`src/hdl/mpsc_pkg.sv`:
```
package mpsc_pkg;

  // Pin widths
  localparam int ADDR_LO_W = 8;
  localparam int ADDR_HI_W = 5;
  localparam int DATA_W = 16;
  localparam int SIG_W = 3;
  localparam int CFGA_W = 8;

  // Field positions within the upper address pins while reset is held
  localparam int POS_BUS_WIDTH = 0;
  localparam int POS_CFG_SRC = 1;
  localparam int POS_SIG_LO = 2;

  // Serial EEPROM lines on the low data pins
  localparam int POS_EE_DO = 0;
  localparam int POS_EE_DI = 1;
  localparam int POS_EE_SK = 2;

  // Serial read: words fetched, bits per command and per word
  localparam int EE_WORDS = 16;
  localparam int EE_CMD_BITS = 9;
  localparam int EE_WORD_BITS = 16;
  localparam logic [2:0] EE_READ_OP = 3'h6;
  // Serial clock half period: 1 us at 25 MHz, longest time rounds down
  localparam int EE_HALF_NS = 1000;
  localparam int CLK_NS = 40;
  localparam int EE_HALF_CYC = EE_HALF_NS / CLK_NS;

  // Reset values
  localparam logic [CFGA_W-1:0] CFGA_RST = 8'h00;
  localparam logic [SIG_W-1:0] SIG_RST = 3'h0;

  typedef enum logic [3:0] {
    MPSC_IDLE = 4'h1,
    MPSC_SETUP = 4'h2,
    MPSC_STROBE = 4'h4,
    MPSC_DONE = 4'h8
  } mpsc_acc_t;

  typedef enum logic [1:0] {
    MPSC_TGT_RAM = 2'h0,
    MPSC_TGT_BOOT = 2'h1,
    MPSC_TGT_EEPROM = 2'h2
  } mpsc_tgt_t;

  typedef struct packed {
    logic bus_width_16;
    logic config_from_eeprom;
    logic [SIG_W-1:0] signature_top;
    logic [CFGA_W-1:0] config_a;
  } mpsc_straps_t;

  typedef struct packed {
    logic valid;
    logic write;
    mpsc_tgt_t target;
    logic [ADDR_HI_W+ADDR_LO_W-1:0] addr;
    logic [DATA_W-1:0] wdata;
  } mpsc_req_t;

endpackage

```
`src/hdl/mpsc_eeprom_reader.sv`:
```
`timescale 1ns/1ps
module mpsc_eeprom_reader (
  // Clock and reset
  input wire logic mclk,
  input wire logic resetn,
  // Control
  input wire logic start,
  output logic busy,
  output logic done,
  // Serial lines
  output logic ee_sk,
  output logic ee_di,
  output logic ee_cs,
  input wire logic ee_do,
  // Loaded contents
  output logic [mpsc_pkg::EE_WORDS*mpsc_pkg::DATA_W-1:0] words
);

  typedef struct packed {
    logic busy;
    logic done;
    logic sk;
    logic [7:0] div;
    logic [4:0] bit_cnt;
    logic [3:0] word;
    logic cmd_phase;
    logic [mpsc_pkg::EE_CMD_BITS-1:0] shreg;
    logic [mpsc_pkg::DATA_W-1:0] rx;
    logic [mpsc_pkg::EE_WORDS*mpsc_pkg::DATA_W-1:0] mem;
  } mpsc_ee_st_t;

  mpsc_ee_st_t st;
  mpsc_ee_st_t next_st;

  always_comb begin
    next_st = st;
    next_st.done = 1'b0;
    if (start && !st.busy) begin
      next_st.busy = 1'b1;
      next_st.word = 4'h0;
      next_st.cmd_phase = 1'b1;
      next_st.bit_cnt = 5'h0;
      next_st.div = 8'h00;
      next_st.sk = 1'b0;
      next_st.shreg = {mpsc_pkg::EE_READ_OP, 6'h00};
    end else if (st.busy) begin
      if (st.div == 8'(mpsc_pkg::EE_HALF_CYC - 1)) begin
        next_st.div = 8'h00;
        next_st.sk = !st.sk;
        if (st.sk) begin
          // Falling edge: advance the bit
          if (st.cmd_phase) begin
            next_st.shreg = {st.shreg[mpsc_pkg::EE_CMD_BITS-2:0], 1'b0};
            if (st.bit_cnt == 5'(mpsc_pkg::EE_CMD_BITS - 1)) begin
              next_st.cmd_phase = 1'b0;
              next_st.bit_cnt = 5'h0;
            end else begin
              next_st.bit_cnt = st.bit_cnt + 5'h1;
            end
          end else if (st.bit_cnt == 5'(mpsc_pkg::EE_WORD_BITS - 1)) begin
            next_st.mem[st.word*mpsc_pkg::DATA_W +: mpsc_pkg::DATA_W] = st.rx;
            next_st.bit_cnt = 5'h0;
            next_st.cmd_phase = 1'b1;
            next_st.word = st.word + 4'h1;
            next_st.shreg = {mpsc_pkg::EE_READ_OP, 2'h0, st.word + 4'h1};
            if (st.word == 4'(mpsc_pkg::EE_WORDS - 1)) begin
              next_st.busy = 1'b0;
              next_st.done = 1'b1;
              next_st.sk = 1'b0;
            end
          end else begin
            next_st.bit_cnt = st.bit_cnt + 5'h1;
          end
        end else if (!st.cmd_phase) begin
          // Rising edge: sample the part's output
          next_st.rx = {st.rx[mpsc_pkg::DATA_W-2:0], ee_do};
        end
      end else begin
        next_st.div = st.div + 8'h01;
      end
    end
  end

  always_ff @(posedge mclk or negedge resetn) begin
    if (!resetn) begin
      st <= '0;
    end else begin
      st <= next_st;
    end
  end

  assign busy = st.busy;
  assign done = st.done;
  assign ee_sk = st.sk;
  assign ee_di = st.cmd_phase & st.shreg[mpsc_pkg::EE_CMD_BITS-1];
  assign ee_cs = st.busy;
  assign words = st.mem;

endmodule

```
`src/hdl/mpsc_top.sv`:
```
`timescale 1ns/1ps
module mpsc_top (
  // Clock and reset
  input wire logic mclk,
  input wire logic resetn,
  // Memory access request from the core
  input mpsc_pkg::mpsc_req_t req,
  output logic req_ready,
  output logic rd_valid,
  output logic [mpsc_pkg::DATA_W-1:0] rd_data,
  // Address pins; only the upper pins also have an input, for the strap reads
  input wire logic [mpsc_pkg::ADDR_HI_W-1:0] memory_addr_upper_pins_in,
  output logic [mpsc_pkg::ADDR_HI_W-1:0] memory_addr_upper_pins_out,
  output logic memory_addr_upper_pins_oe,
  output logic [mpsc_pkg::ADDR_LO_W-1:0] memory_addr_lower_pins_out,
  output logic memory_addr_lower_pins_oe,
  // Data pins
  input wire logic [mpsc_pkg::DATA_W-1:0] memory_support_data_in,
  output logic [mpsc_pkg::DATA_W-1:0] memory_support_data_out,
  output logic [mpsc_pkg::DATA_W-1:0] memory_support_data_oe,
  // Strobes and selects, active low
  output logic mem_read_n,
  output logic mem_write_n,
  output logic ram_select_n,
  output logic boot_rom_select_n,
  output logic eeprom_chip_select_n,
  // Captured configuration
  output mpsc_pkg::mpsc_straps_t straps,
  output logic eeprom_load_busy,
  output logic [mpsc_pkg::EE_WORDS*mpsc_pkg::DATA_W-1:0] eeprom_words
);

  ////////////////////////////////////////////////////////////////////////////////
  // Pin synchronisers: straps are sampled while reset is low, so the sync
  // chains run on a clean, separate reset-free path.

  typedef struct packed {
    logic [mpsc_pkg::ADDR_HI_W-1:0] hi_s1;
    logic [mpsc_pkg::ADDR_HI_W-1:0] hi_s2;
    logic [mpsc_pkg::DATA_W-1:0] d_s1;
    logic [mpsc_pkg::DATA_W-1:0] d_s2;
  } mpsc_sync_t;

  mpsc_sync_t sy;
  mpsc_sync_t next_sy;

  always_comb begin
    next_sy.hi_s1 = memory_addr_upper_pins_in;
    next_sy.hi_s2 = sy.hi_s1;
    next_sy.d_s1 = memory_support_data_in;
    next_sy.d_s2 = sy.d_s1;
  end

  always_ff @(posedge mclk) begin
    sy <= next_sy;
  end

  ////////////////////////////////////////////////////////////////////////////////
  // Strap capture: the async reset may only load constants, so the strap
  // value is tracked by a clocked load while a reset-held flag is low.

  typedef struct packed {
    logic run;
    logic ee_started;
    mpsc_pkg::mpsc_acc_t acc;
    mpsc_pkg::mpsc_req_t cur;
    logic rdv;
    logic [mpsc_pkg::DATA_W-1:0] rdata;
  } mpsc_st_t;

  mpsc_st_t st;
  mpsc_st_t next_st;
  logic ee_busy;
  logic ee_sk;
  logic ee_di;
  logic ee_cs;
  logic strap_hold_n;
  logic [1:0] strap_rel;

  // Strap flag: cleared asynchronously, released two clocks after reset goes high
  always_ff @(posedge mclk or negedge resetn) begin
    if (!resetn) begin
      strap_rel <= 2'h0;
    end else begin
      strap_rel <= {strap_rel[0], 1'b1};
    end
  end
  assign strap_hold_n = strap_rel[1];

  // Straps follow the pins while held in reset and freeze afterwards
  always_ff @(posedge mclk) begin
    if (!strap_hold_n) begin
      straps.bus_width_16 <= sy.hi_s2[mpsc_pkg::POS_BUS_WIDTH];
      straps.config_from_eeprom <= sy.hi_s2[mpsc_pkg::POS_CFG_SRC];
      straps.signature_top <= sy.hi_s2[mpsc_pkg::POS_SIG_LO +: mpsc_pkg::SIG_W];
      straps.config_a <= sy.d_s2[mpsc_pkg::CFGA_W-1:0];
    end
  end
  // no other load path exists for straps

  ////////////////////////////////////////////////////////////////////////////////
  // Access sequencer

  always_comb begin
    next_st = st;
    next_st.rdv = 1'b0;
    next_st.run = strap_hold_n;
    if (strap_hold_n && !st.ee_started && straps.config_from_eeprom) begin
      next_st.ee_started = 1'b1;
    end
    unique case (st.acc)
      mpsc_pkg::MPSC_IDLE: begin
        if (req.valid && req_ready) begin
          next_st.cur = req;
          next_st.acc = mpsc_pkg::MPSC_SETUP;
        end
      end
      mpsc_pkg::MPSC_SETUP: begin
        next_st.acc = mpsc_pkg::MPSC_STROBE;
      end
      mpsc_pkg::MPSC_STROBE: begin
        next_st.acc = mpsc_pkg::MPSC_DONE;
      end
      mpsc_pkg::MPSC_DONE: begin
        // Pin data from the setup cycle has now passed both sync flops
        if (!st.cur.write) begin
          next_st.rdata = sy.d_s2;
          next_st.rdv = 1'b1;
        end
        next_st.acc = mpsc_pkg::MPSC_IDLE;
      end
    endcase
  end

  always_ff @(posedge mclk or negedge resetn) begin
    if (!resetn) begin
      st <= '{run: 1'b0, ee_started: 1'b0, acc: mpsc_pkg::MPSC_IDLE,
              cur: '0, rdv: 1'b0, rdata: '0};
    end else begin
      st <= next_st;
    end
  end

  mpsc_eeprom_reader u_ee (
    .mclk(mclk),
    .resetn(resetn),
    .start(st.ee_started && !st.run ? 1'b0 : (strap_hold_n && straps.config_from_eeprom
           && !st.ee_started)),
    .busy(ee_busy),
    .done(),
    .ee_sk(ee_sk),
    .ee_di(ee_di),
    .ee_cs(ee_cs),
    .ee_do(sy.d_s2[mpsc_pkg::POS_EE_DO]),
    .words(eeprom_words)
  );

  // Accesses wait until straps are frozen and the EEPROM load is over
  assign req_ready = st.run && !ee_busy && (st.acc == mpsc_pkg::MPSC_IDLE);
  assign eeprom_load_busy = ee_busy;
  assign rd_valid = st.rdv;
  assign rd_data = st.rdata;

  ////////////////////////////////////////////////////////////////////////////////
  // Pin drive

  logic active;
  logic strobe;
  logic [mpsc_pkg::DATA_W-1:0] data_oe;
  assign active = (st.acc != mpsc_pkg::MPSC_IDLE);
  assign strobe = (st.acc == mpsc_pkg::MPSC_STROBE);

  assign memory_addr_upper_pins_oe = resetn;
  assign memory_addr_upper_pins_out = st.cur.addr[mpsc_pkg::ADDR_HI_W+mpsc_pkg::ADDR_LO_W-1:
                                                  mpsc_pkg::ADDR_LO_W];
  assign memory_addr_lower_pins_oe = resetn;
  assign memory_addr_lower_pins_out = st.cur.addr[mpsc_pkg::ADDR_LO_W-1:0];

  // Read strobe spans the whole RAM or boot read, none for EEPROM reads: the two sync flops need the data early
  assign mem_read_n = !(active && !st.cur.write
                        && st.cur.target != mpsc_pkg::MPSC_TGT_EEPROM);
  assign mem_write_n = !(strobe && st.cur.write && st.cur.target == mpsc_pkg::MPSC_TGT_RAM);
  assign ram_select_n = !(active && st.cur.target == mpsc_pkg::MPSC_TGT_RAM);
  assign boot_rom_select_n = !(active && !st.cur.write
                               && st.cur.target == mpsc_pkg::MPSC_TGT_BOOT);
  // Serial part is selected during its load and for parallel reads of it
  assign eeprom_chip_select_n = !(ee_cs || (active && !st.cur.write
                                  && st.cur.target == mpsc_pkg::MPSC_TGT_EEPROM));

  // Low data pins carry the serial lines only while the load runs
  always_comb begin
    data_oe = {mpsc_pkg::DATA_W{active && st.cur.write && st.cur.target == mpsc_pkg::MPSC_TGT_RAM
               && resetn}};
    memory_support_data_out = st.cur.wdata;
    if (ee_busy) begin
      data_oe[mpsc_pkg::POS_EE_DO] = 1'b0;
      data_oe[mpsc_pkg::POS_EE_DI] = 1'b1;
      data_oe[mpsc_pkg::POS_EE_SK] = 1'b1;
      memory_support_data_out[mpsc_pkg::POS_EE_DI] = ee_di;
      memory_support_data_out[mpsc_pkg::POS_EE_SK] = ee_sk;
    end
  end
  assign memory_support_data_oe = data_oe;
endmodule

```
`config.mk`:
```
export PLATFORM = sky130hd
export DESIGN_NAME = mpsc_top
export DESIGN_NICKNAME = d
export VERILOG_FILES = /design/src/hdl/mpsc_pkg.sv /design/src/hdl/mpsc_eeprom_reader.sv /design/src/hdl/mpsc_top.sv
export SDC_FILE = /design/constraint.sdc
export NUM_CORES = 1
export LEC_CHECK = 0
export ABC_AREA = 0
export ABC_CLOCK_PERIOD_IN_PS = 6640
export BUFFER_PORTS_ARGS = -buffer_cell sky130_fd_sc_hd__buf_2
export CAP_MARGIN = 10
export CORE_UTILIZATION = 30
export CTS_CLUSTER_DIAMETER = 40
export CTS_CLUSTER_SIZE = 20
export DETAILED_ROUTE_END_ITERATION = 10
export SYNTH_ARGS = -nofsm -noshare
export SYNTH_HDL_FRONTEND = slang
export SYNTH_SLANG_ARGS = --single-unit
```
`constraint.sdc`:
```
create_clock -name mclk -period 6.64 [get_ports mclk]
set_input_delay 0.332 -clock mclk [delete_from_list [all_inputs] [get_ports mclk]]
set_output_delay 0.332 -clock mclk [all_outputs]
set_load 0.01 [all_outputs]
```
==> results by stage, run 1 <==
Synthesis:
- The number of flops mapped to enable cells by yosys is 13.
- The sequential fraction of the synthesis area is 55.8%.
- Ranked by total cell area, the synthesized netlist is headed by dfrtp_1 49%, mux2_2 19%, buf_4 13%.
- After synthesis, the largest area contributor takes up 48.9% of total cell area.
- The cell type contributing the most total cell area after synthesis is dfrtp_1.
- The most used flip-flop cell after synthesis is dfrtp_1.
- The cell area after synthesis is 0.0183 sq mm.
- When the netlist entered floorplanning its net count stood at 1467.
- The distinct cell type count after synthesis is 59.
- The Yosys step of the flow raised 0 warnings.
- Synthesis handed over a netlist of 1402 instances.
- Synthesis inferred 413 register bits.
- The share of flip-flops with an asynchronous set or reset after synthesis is 86.7%.
- The average cell area after synthesis is 13.0 sq um.

Power:
- The power per unit of standard cell area is 318 mW/mm^2.
- The largest vdd supply drop is 254 uV.
- The overall power of the completed layout is 0.00683 W.
- The static leakage is 11.6 nW.

Critical path:
- In this run the worst path has a maximum fanout of 37.
- The family of cells with the greatest summed delay on the critical path is simple AND/OR/NAND/NOR gates.
- The critical path goes through nor3_1 > ha_1 > buf_4 > inv_2 > nor4_1 > and3_1 > mux2_2.
- In this design, the stage delay of the slowest critical-path cell is 0.90 ns.
- The element type at the critical path start is a register.
- At the worst endpoint, the arrival time is 4.24 ns.
- The slowest library cell on the worst path is and3_1.
- The worst register-to-register path begins at u_ee.st[284].
- The launching element of the worst setup path is u_ee.st[284].
- The critical path contains buffers and inverters numbering 2 combined.
- Data on the critical path is required at its endpoint by 7.13 ns.
- The worst setup path is captured at a register.
- The type of the worst setup path is register to register.

Clock network:
- The number of buffers on the longest clock path is 3.
- The root buffer cell chosen for the clock tree is clkbuf_16.
- After clock tree synthesis, the setup repair step added 0 buffers.
- The CTS tree is done.
- The later-pin clock latency in the skew report is 0.61 ns.
- After clock tree synthesis, the clock-pin slew on the worst setup and hold paths is 0.06 ns.
- The count of clock tree sinks is 413.
- The H-tree depth is 2.
- The TritonCTS buffer count is 61.

Layout:
- The library cell used most frequently in the layout, excluding fill and tap cells, is buf_2.
- The filler cells instantiated in the layout total 5809.
- The final-stage net count is 1625.
- Leaving out fill and tap cells, the most frequent cells in the layout are 394 x buf_2, 357 x dfrtp_1, 309 x mux2_2.
- The number of antenna diodes is 0.
- The ratio of cells with drive above 1 in the final layout is 52.4%.
- The area growth from synthesis to layout is 17.9%.

STA:
- The clock period could shrink to 3.75 ns.
- The final critical path takes up 56.5% of the cycle.
- The total count of max-transition violations in the final report is 0.
- At the pin with the least slew margin, the transition time is 1.13 ns.
- In this run the tightest slew margin relative to its limit is 24.3%.
- For the final database, setup skew stands at 0.0168 ns.
- Setup repair after global routing left no endpoint under its margin.
- The sum of negative setup slack is 0 ns.
- The number of setup violations in the final report is 0.
- Timing would allow up to 0.267 GHz.
- The number of hold violations in the final report is 0.

Floorplan:
- Once the floorplan was initialized, standard cells occupied 30.3% of the core.
- The die height is 249 um.
- Row generation in the floorplan step produced 90 rows.
- The die outline area is 0.0618 sq mm.
- From left edge to right edge, the die measures 249 um.
- The I/O pin total is 396.
- The core region is 0.0602 sq mm.

Run status:
- The flow ran to the end, and the final reports show no timing, DRC or antenna violations.

Global route:
- Summed over all layers, the global routing overflow is 0.
- The number of global-route vias before repair is 11200.
- The maximum number of pins on one net before global-route repair is 161.
- The initial antenna violation count is 0.
- The first global-routing pass estimated 69200 um of wire.
- The overall routing resource usage is 14.5%.

Drt:
- The count of antenna-violating nets left after detailed routing is 0.
- After detailed routing, the total wire length is 45400 um.
- The initial DRC count is 550.
- Detailed routing inserted a total of 10700 vias.
- After detailed routing, the average wire length per cell comes to 19.0 um.
- The number of DRC violations after detailed routing is 0.
- The vias per cell is 4.48.
- For this run, the detailed router's first-pass iteration total came to 5.

Placement:
- The HPWL after detailed placement is 31300 um.
- The number of buffers inserted by port buffering is 395.
- The routability congestion estimate is 0.781.

Hold path:
- The worst hold path begins at req[32].
- The worst hold path class is input pin to register.

Flow run:
- Across the run, the number of max-cap violations was 0.
==> synth_stat cells, types with 8 or more instances <==
master / instances
nor3_1: 8
nand3_1: 16
mux2_2: 309
mux2i_1: 19
nor2_1: 12
clkbuf_1: 30
o21ai_0: 11
dfrtp_1: 357
and3_1: 73
dfxtp_1: 42
buf_4: 316
inv_1: 37
nand2_1: 38
ha_1: 9
a31oi_1: 9
edfxtp_1: 13
buf_2: 14
a21oi_1: 10
==> worst register-to-register path, cell delays in order, from the launching register on <==
cell and delay (ns):
dfrtp_1 0.66, nor3_1 0.09, ha_1 0.29, buf_4 0.34, inv_2 0.34, nor4_1 0.58
and3_1 0.90, mux2_2 0.44
==> path summary, 6_finish.rpt <==
kind	slack, ns	end	depth (start not counted)
worst max-delay path	2.89	register	7
worst min-delay path	0.1	st[18]	3
worst max register to register	2.89	register	7
worst min register to register	0.33	sy[11]	0
max in group asynchronous	4.87	asynchronous set/reset pin	3
min in group asynchronous	0.30	rd_data[7]	2
==> routing by layer <==
metal	part of all wire (%)	GRT usage, %	up-vias
met5	0	0	-
met4	2.0	4.22	0
met3	6.7	4.29	63
met2	50	24.7	367
met1	41	17.8	5456
li1	-	-	4843
==> cell families after synthesis <==
kind of cell / count (synthesis) / share of synthesized area [%]
flops: 413 / 55.8
buf+inv: 400 / 14.8
mux: 328 / 20.1
simple gates: 194 / 6.46
compound gates: 52 / 1.91
fa+ha+maj: 9 / 0.617
xor+xnor: 5 / 0.240
other cells: 1 / 0.0205
==> stage by stage <==
step                      cells  worst slack [ns]  cell area [sq um]  utilization (%)  hold WS, ns
after floorplan            1402              3.91              18300                -       0.0364
after global placement     2225              2.92              18800             31.1        0.311
after detailed placement   2225              2.85              18800             31.1        0.312
after CTS                  2395              2.83              21500             35.7       0.0484
after global routing       2395              2.63              21500             35.7       0.0948
final                      2395              2.89              21500             35.7       0.0972
==> power breakdown <==
part	total [W]	leakage (nW)	internal (W)	switching, W
clock	0.00340	1.08	0.00205	0.00134
sequential	0.00282	5.40	0.00270	0.000123
combinational	0.000616	5.14	0.000287	0.000329
==> area by class of cell <==
cell class,instances,area [sq um],area share [%]
Timing Repair Buffer,457,2600,12.1
Sequential cell,413,10200,47.4
Multi-Input combinational cell,589,5390,25.1
Clock buffer,64,1560,7.24
Clock inverter,52,653,3.04
Inverter,38,143,0.663
Tap cell,782,978,4.55
==> what timing repair did <==
action                    CTS  global route
resized for setup           0             0
hold endpoints to repair  124             0
hold buffers               54             0
(Power assumes the default switching activity.)
==> run 2, diff against run 1 <==
- ABC_CLOCK_PERIOD_IN_PS: 6640 -> 3600
- clock period: 6.64 -> 3.6 ns (I/O delays scaled with it)
==> run 2 against run 1 <==
Net effect: hold slack got worse by 0.011 ns; sequential share of layout area down 1.1 points; setup slack worse by 2.4 ns; clock skew grew 0.0059 ns; die area stayed put; fmax increased by 20%; routed wire length increased by 1.4%; power grew 97%; via count increased by 1.7%; critical path type unchanged; largest cell class unchanged.
==> results by stage, run 2 (same netlist as run 1, synthesis figures left out) <==
Run status:
- The run finished with clean final reports.

Drt:
- In this run, the number of DRC markers left after iteration 0 of detailed routing was 459.
- The average wire per standard cell is 19.0 um.
- The total wire length is 46100 um.
- The number of DRC violations after detailed routing is 0.
- The via count of the routed design is 10900.
- In the routed layout, each cell is associated on average with a via count of 4.50.
- In this run the remaining antenna-violating nets after routing total 0.
- Before antenna repair, the detailed router went through 4 iterations.

STA:
- The number of hold violations in the final report is 0.
- The final critical-path required period is 3.12 ns.
- The number of setup violations in the final report is 0.
- Across the routed clock network, the largest skew measured is 0.0226 ns.
- The sum of negative setup slack is 0 ns.
- At the pin with the least slew margin, the transition time is 0.918 ns.
- The final critical path takes up 86.8% of the cycle.
- The total count of max-transition violations in the final report is 0.
- In this run the tightest slew margin relative to its limit is 38.8%.
- Timing would allow up to 0.320 GHz.
- Setup repair after global routing left no endpoint under its margin.

Global route:
- Global routing used 4.67% of the available met3 tracks.
- The maximum number of pins on one net before global-route repair is 146.
- The layer carrying the most global-route usage is met2.
- The global-route wire length before repair is 71500 um.
- The number of global-route vias before repair is 11500.
- The initial antenna violation count was 0.
- The met2 layer usage reported by global route is 24.8%.
- Across every metal layer, demand over resource in global routing totals 15.1%.
- For met1 alone, demand over resource in global routing was 18.5%.
- Global routing finished with a remaining overflow of 0.

Clock network:
- The clock passes through at most 3 buffers.
- After clock tree synthesis, the clock-pin slew on the worst setup and hold paths is 0.06 ns.
- The later-pin clock latency in the skew report is 0.60 ns.
- The H-tree depth is 3.
- Buffers inserted during clock tree synthesis total 71.
- The CTS tree is done.
- The post-CTS setup-driven buffer insertion count is 0.
- The count of clock tree sinks is 413.
- The clock tree root buffer cell is clkbuf_16.

Power:
- The analysis attributes to cell leakage a power of 11.8 nW.
- Per report_power, the sequential group accounts for 38.7% of the total.
- The power per unit of standard cell area is 612 mW/mm^2.
- The internal portion of the total power is 0.00999 W.
- For this design the total switching power over the nets is 0.00348 W.
- The largest vdd supply drop is 458 uV.
- Net switching is 25.8% of the power.
- The share of total power dissipated in the clock network is 52.7%.
- The share of total power in combinational logic is 8.6%.

Placement:
- Port buffering added 395 buffers.
- At the end of routability-driven placement, the weighted congestion stood at 0.773.
- The detailed placer's ending HPWL is 31200 um.

Hold path:
- The worst hold path class is input pin to asynchronous set/reset pin.

Critical path:
- The number of cells on the worst reg-to-reg path is 8.
- The type of the worst setup path is register to register.
- The slowest stage of the critical path belongs to the cell ha_1.
- By instance count, the cell type seen most on the critical path is buf_4.
- The required arrival time at the worst endpoint is 4.07 ns.
- For this run, the slowest stage of the critical path takes 0.74 ns.
- The worst path arrival time is 3.60 ns.
- Of all nets on the critical path, the largest fanout is 36.
- Traced cell by cell, the critical path runs through nor3_1 > ha_1 > inv_2 > buf_4 > a2111oi_2 > nand2_1 > buf_4 > mux2_2.
- STA classifies the critical path endpoint as a register.
- The worst setup path is launched from a register.

Floorplan:
- In this run the horizontal extent of the chip is 249 um.
- The die outline area is 0.0618 sq mm.
- The initialized floorplan defines 90 standard-cell rows.
- The I/O pin total is 396.
- The die is 249 um tall.
- The placeable core region is 0.0602 sq mm.
- The initial utilization of the core area, before any placement, comes to 30.3%.

Layout:
- At the end of the flow the core is filled with cells to 36.5%.
- In the final design database the tool counted 1651 nets.
- Compared with the post-synthesis result, the final layout area differs by 20.6%.
- The ratio of cells with drive above 1 in the final layout is 53.0%.
- The number of antenna diodes is 0.
- In the layout the commonest cells are 394 x buf_2, 357 x dfrtp_1, 309 x mux2_2.
- Fill cells in the final layout number 5778.
- Leaving out fill and tap cells, the most frequent cell in the layout is buf_2.

Flow run:
- The max-cap check violation count is 0.
-- run 2: cell count changes in the layout (fill, tap and decap cells not counted), moves of 2 or more --
cell and change:
inv_16 +3, clkinv_4 -3, inv_8 -2, inv_12 -3, clkinvlp_4 +8, clkinv_2 -4, clkbuf_1 +4, buf_4 +14
clkbuf_16 +12
-- run 2: final timing paths --
| path | from | to | slack (ns) |
|---|---|---|---|
| max in group asynchronous | resetn | asynchronous set/reset pin | 2.29 |
| max | u_ee.st[284] | register | 0.48 |
| max reg2reg | u_ee.st[284] | register | 0.48 |
| min reg2reg | next_sy[12] | sy[12] | 0.32 |
| min | resetn | rd_data[6] | 0.09 |
| min in group mclk | memory_addr_upper_pins_in[2] | next_sy[34] | 0.20 |
-- run 2: timing repair --
action	CTS	global route
hold endpoints to repair	99	0
hold buffers	55	0
gates resized for setup	0	0
-- run 2: worst max-delay path: cells and delay by family (launching register included) --
kind | cells | cell delay, ns
multiplexers | 1 | 0.29
buffers and inverters | 3 | 0.60
adder cells (fa/ha/maj) | 1 | 0.74
AND/OR/NAND/NOR | 2 | 0.26
flip-flops | 1 | 0.66
AO/OA/AOI/OAI | 1 | 0.42
-- run 2: per-layer routing --
layer	routed length (um)	share of wire (%)
met5	0	0
met4	1250	2.7
met3	3360	7.3
met1	19200	42
met2	22200	48
-- run 2: layout make-up --
type | instances | area [sq um] | area share, %
Timing Repair Buffer | 473 | 2740 | 12.4
Clock inverter | 51 | 696 | 3.16
Sequential cell | 413 | 10200 | 46.3
Clock buffer | 80 | 1870 | 8.51
Tap cell | 782 | 978 | 4.45
Multi-Input combinational cell | 589 | 5390 | 24.5
Inverter | 38 | 143 | 0.648
-- run 2: power by group through the flow --
stage	registers [W]	logic [W]	clock network [W]
finish	0.00521	0.00116	0.00710
global route	0.00526	0.00127	0.00752
CTS	0.00521	0.00117	0.00731
detailed placement	0.00529	0.00112	0
global placement	0.00527	0.00110	0
floorplan	0.00521	0.000935	0
-- run 2: metrics by stage --
stage	instances	instance area [sq um]	worst slack (ns)	power (W)	hold WS, ns
6_report	2426	22000	0.476	0.0135	0.0864
5_1_grt	2426	22000	0.155	0.0140	0.106
4_1_cts	2426	22000	0.448	0.0137	0.0745
3_5_place_dp	2240	18900	0.463	0.00640	0.130
3_3_place_gp	2240	18900	0.542	0.00637	0.129
2_1_floorplan	1402	18300	0.872	0.00614	-0.116
==> run 3, diff against run 2 <==
- CORE_ASPECT_RATIO: unset -> 2
==> run 3 against run 2 <==
Net effect: sequential power about the same; non-clock buffer count increased by 2; power decreased by 19%; utilization decreased by 1.8 points; hold slack got worse by 0.040 ns.
==> results by stage, run 3 (same netlist as run 1, synthesis figures left out) <==
Layout:
- The final-stage net count is 1620.
- Summing all non-filler instances in the final layout gives an area of 0.0208 sq mm.
- The number of antenna diodes is 0.
- Once layout is complete, the utilization of the core stands at 34.7%.
- Of the cells placed in the final design, the portion with a size suffix greater than 1 is 51.5%.
- After filler insertion, the fill cell instance count of the layout stands at 5935.
- Leaving out fill and tap cells, the most frequent cells in the layout are 394 x buf_2, 357 x dfrtp_1, 309 x mux2_2.
- The most common library cell in the layout ignoring fill and taps is buf_2.
- Relative to the synthesized area, the layout overhead comes to 14.2%.
- The final non-filler cell total is 2358.

Hold path:
- The worst hold path class is input pin to register.

Critical path:
- Among all stages on the critical path, the largest delay is contributed by nand3_2.
- Of all nets on the critical path, the largest fanout is 16.
- The most numerous cell type found on the critical path is ha_1.
- The family of cells with the greatest summed delay on the critical path is simple AND/OR/NAND/NOR gates.
- The required arrival time at the worst endpoint is 4.05 ns.
- The worst path arrival time is 3.52 ns.
- The worst setup path is captured at a register.
- Traced cell by cell, the critical path runs through ha_1 > nand3_1 > inv_1 > ha_1 > nand4b_1 > nor2_1 > nand3_2 > mux2_2.
- In this design, the stage delay of the slowest critical-path cell is 0.50 ns.
- The type of the worst setup path is register to register.
- The buffers plus inverters on the worst setup path is 1.
- The element type at the critical path start is a register.

Run status:
- The flow ran to the end, and the final reports show no timing, DRC or antenna violations.

Placement:
- Counting tap cells, the placed design contains a total of 2235 instances.
- The placed instances occupy a cell area of 0.0189 sq mm.
- In this run the tool buffered the top-level ports with 395 buffer cells.
- Summed over all nets, the half-perimeter wirelength after detailed placement is 34100 um.
- The congestion estimate from routability-driven global placement came to 0.832.

Floorplan:
- Once the floorplan was initialized, standard cells occupied 30.4% of the core.
- 396 I/O pins were placed.
- The die covers 0.0619 sq mm.
- The total area inside the core boundary comes to 0.0601 sq mm.
- Measured along the y axis, the die boundary spans 351 um.
- Measured along the x axis, the die boundary spans 176 um.
- In this run the core area contains 127 standard-cell rows.

Power:
- The power per unit of standard cell area is 522 mW/mm^2.
- Across the VDD grid, the largest voltage drop is 481 uV.
- The static leakage is 11.3 nW.

Drt:
- The number of detailed-routing iterations run before antenna repair is 4.
- Using the TritonRoute via totals, the vias-per-cell ratio works out to 4.51.
- The total wire length is 47900 um.
- For this run, design rule violations remaining after detail routing come to 0.
- The detailed router finished its first iteration with 465 violations.
- The via count of the routed design is 10600.
- After detailed routing, the average wire length per cell comes to 20.3 um.
- The count of antenna-violating nets left after detailed routing is 0.

Clock network:
- The H-tree depth is 2.
- The later-pin clock latency in the skew report is 0.58 ns.
- The CTS tree is done.
- Clock-pin slew was measured on the worst setup and hold paths at 0.07 ns.
- The number of buffers inserted for hold repair after clock tree synthesis is 54.
- The post-CTS setup-driven buffer insertion count is 0.
- In this run, CTS created clock tree buffers numbering 38.
- In this run, post-CTS repair resized a total of 0 instances.
- The count of clock tree sinks is 413.
- The clock tree root buffer cell is clkbuf_16.
- Counting along the longest clock path gives a buffer depth of 3.

STA:
- Setup repair after global routing left no endpoint under its margin.
- The final critical-path required period is 3.07 ns.
- Setup violations remaining at the end of the flow were counted as 0.
- The top achievable clock speed is 0.326 GHz.
- The worst slew margin relative to its limit is 38.6%.
- The final cycle utilization of the critical path is 85.2%.
- The number of hold violations in the final report is 0.
- The worst setup skew after layout is 0.0302 ns.
- The measured slew at the worst slew-check pin is 0.922 ns.
- The total count of max-transition violations in the final report is 0.
- Adding up every negative setup slack in the final design gives 0 ns.

Global route:
- The maximum number of pins on one net before global-route repair is 122.
- The first global-routing pass estimated 71100 um of wire.
- The overall routing resource usage is 15.4%.
- The number of global-route vias before repair came to 11400.
- The initial antenna violation count is 0.
- The total overflow reported by the global router is 0.

Flow run:
- The max-cap check violation count is 0.
[run 3: worst reg2reg max path, cell delays in order (launching register included)]
cell and delay, ns:
dfrtp_1 0.40, ha_1 0.21, nand3_1 0.13, inv_1 0.09, ha_1 0.32, nand4b_1 0.40, nor2_1 0.48, nand3_2 0.50
mux2_2 0.44
[run 3: path summary, 6_finish.rpt]
| kind | from | to | slack [ns] | depth (start not counted) |
|---|---|---|---|---|
| max | u_ee.st[286] | register | 0.53 | 8 |
| min | req[32] | st[19] | 0.05 | 3 |
| max reg2reg | u_ee.st[286] | register | 0.53 | 8 |
| min reg2reg | next_sy[13] | sy[13] | 0.33 | 0 |
| max in group asynchronous | resetn | u_ee.st[295] | 2.29 | 3 |
| min in group asynchronous | resetn | asynchronous set/reset pin | 0.08 | 2 |
[run 3: layout make-up]
cell class                 count  area, sq um  area share (%)
sequential                   413        10200            48.9
multi-input combinational    589         5400            25.9
timing repair buffer         475         2750            13.2
clock buffer                  45         1010            4.83
tap                          774          968            4.65
clock inverter                24          392            1.88
inverter                      38          143           0.684
[run 3: metrics by stage]
step	power [W]	setup slack [ns]	hold slack, ns
after floorplan	0.00614	0.872	-0.116
after global placement	0.00636	0.638	0.105
after detailed placement	0.00640	0.547	0.107
after CTS	0.0111	0.559	0.00497
after global routing	0.0113	0.290	0.0287
final	0.0109	0.533	0.0464
[run 3: per-layer routing]
layer | vias to the layer above | wire length (um) | part of all wire (%) | global-route usage [%]
li1 | 4791 | - | - | -
met3 | 81 | 2530 | 5.3 | 2.81
met5 | - | 0 | 0 | 0
met2 | 376 | 25900 | 54 | 29.3
met4 | 0 | 1850 | 3.9 | 6.60
met1 | 5393 | 17600 | 37 | 16.3
[run 3: power by group]
part	total (W)	internal [W]	switching (W)
Clock	0.00453	0.00248	0.00205
Sequential	0.00521	0.00497	0.000239
Combinational	0.00115	0.000532	0.000619
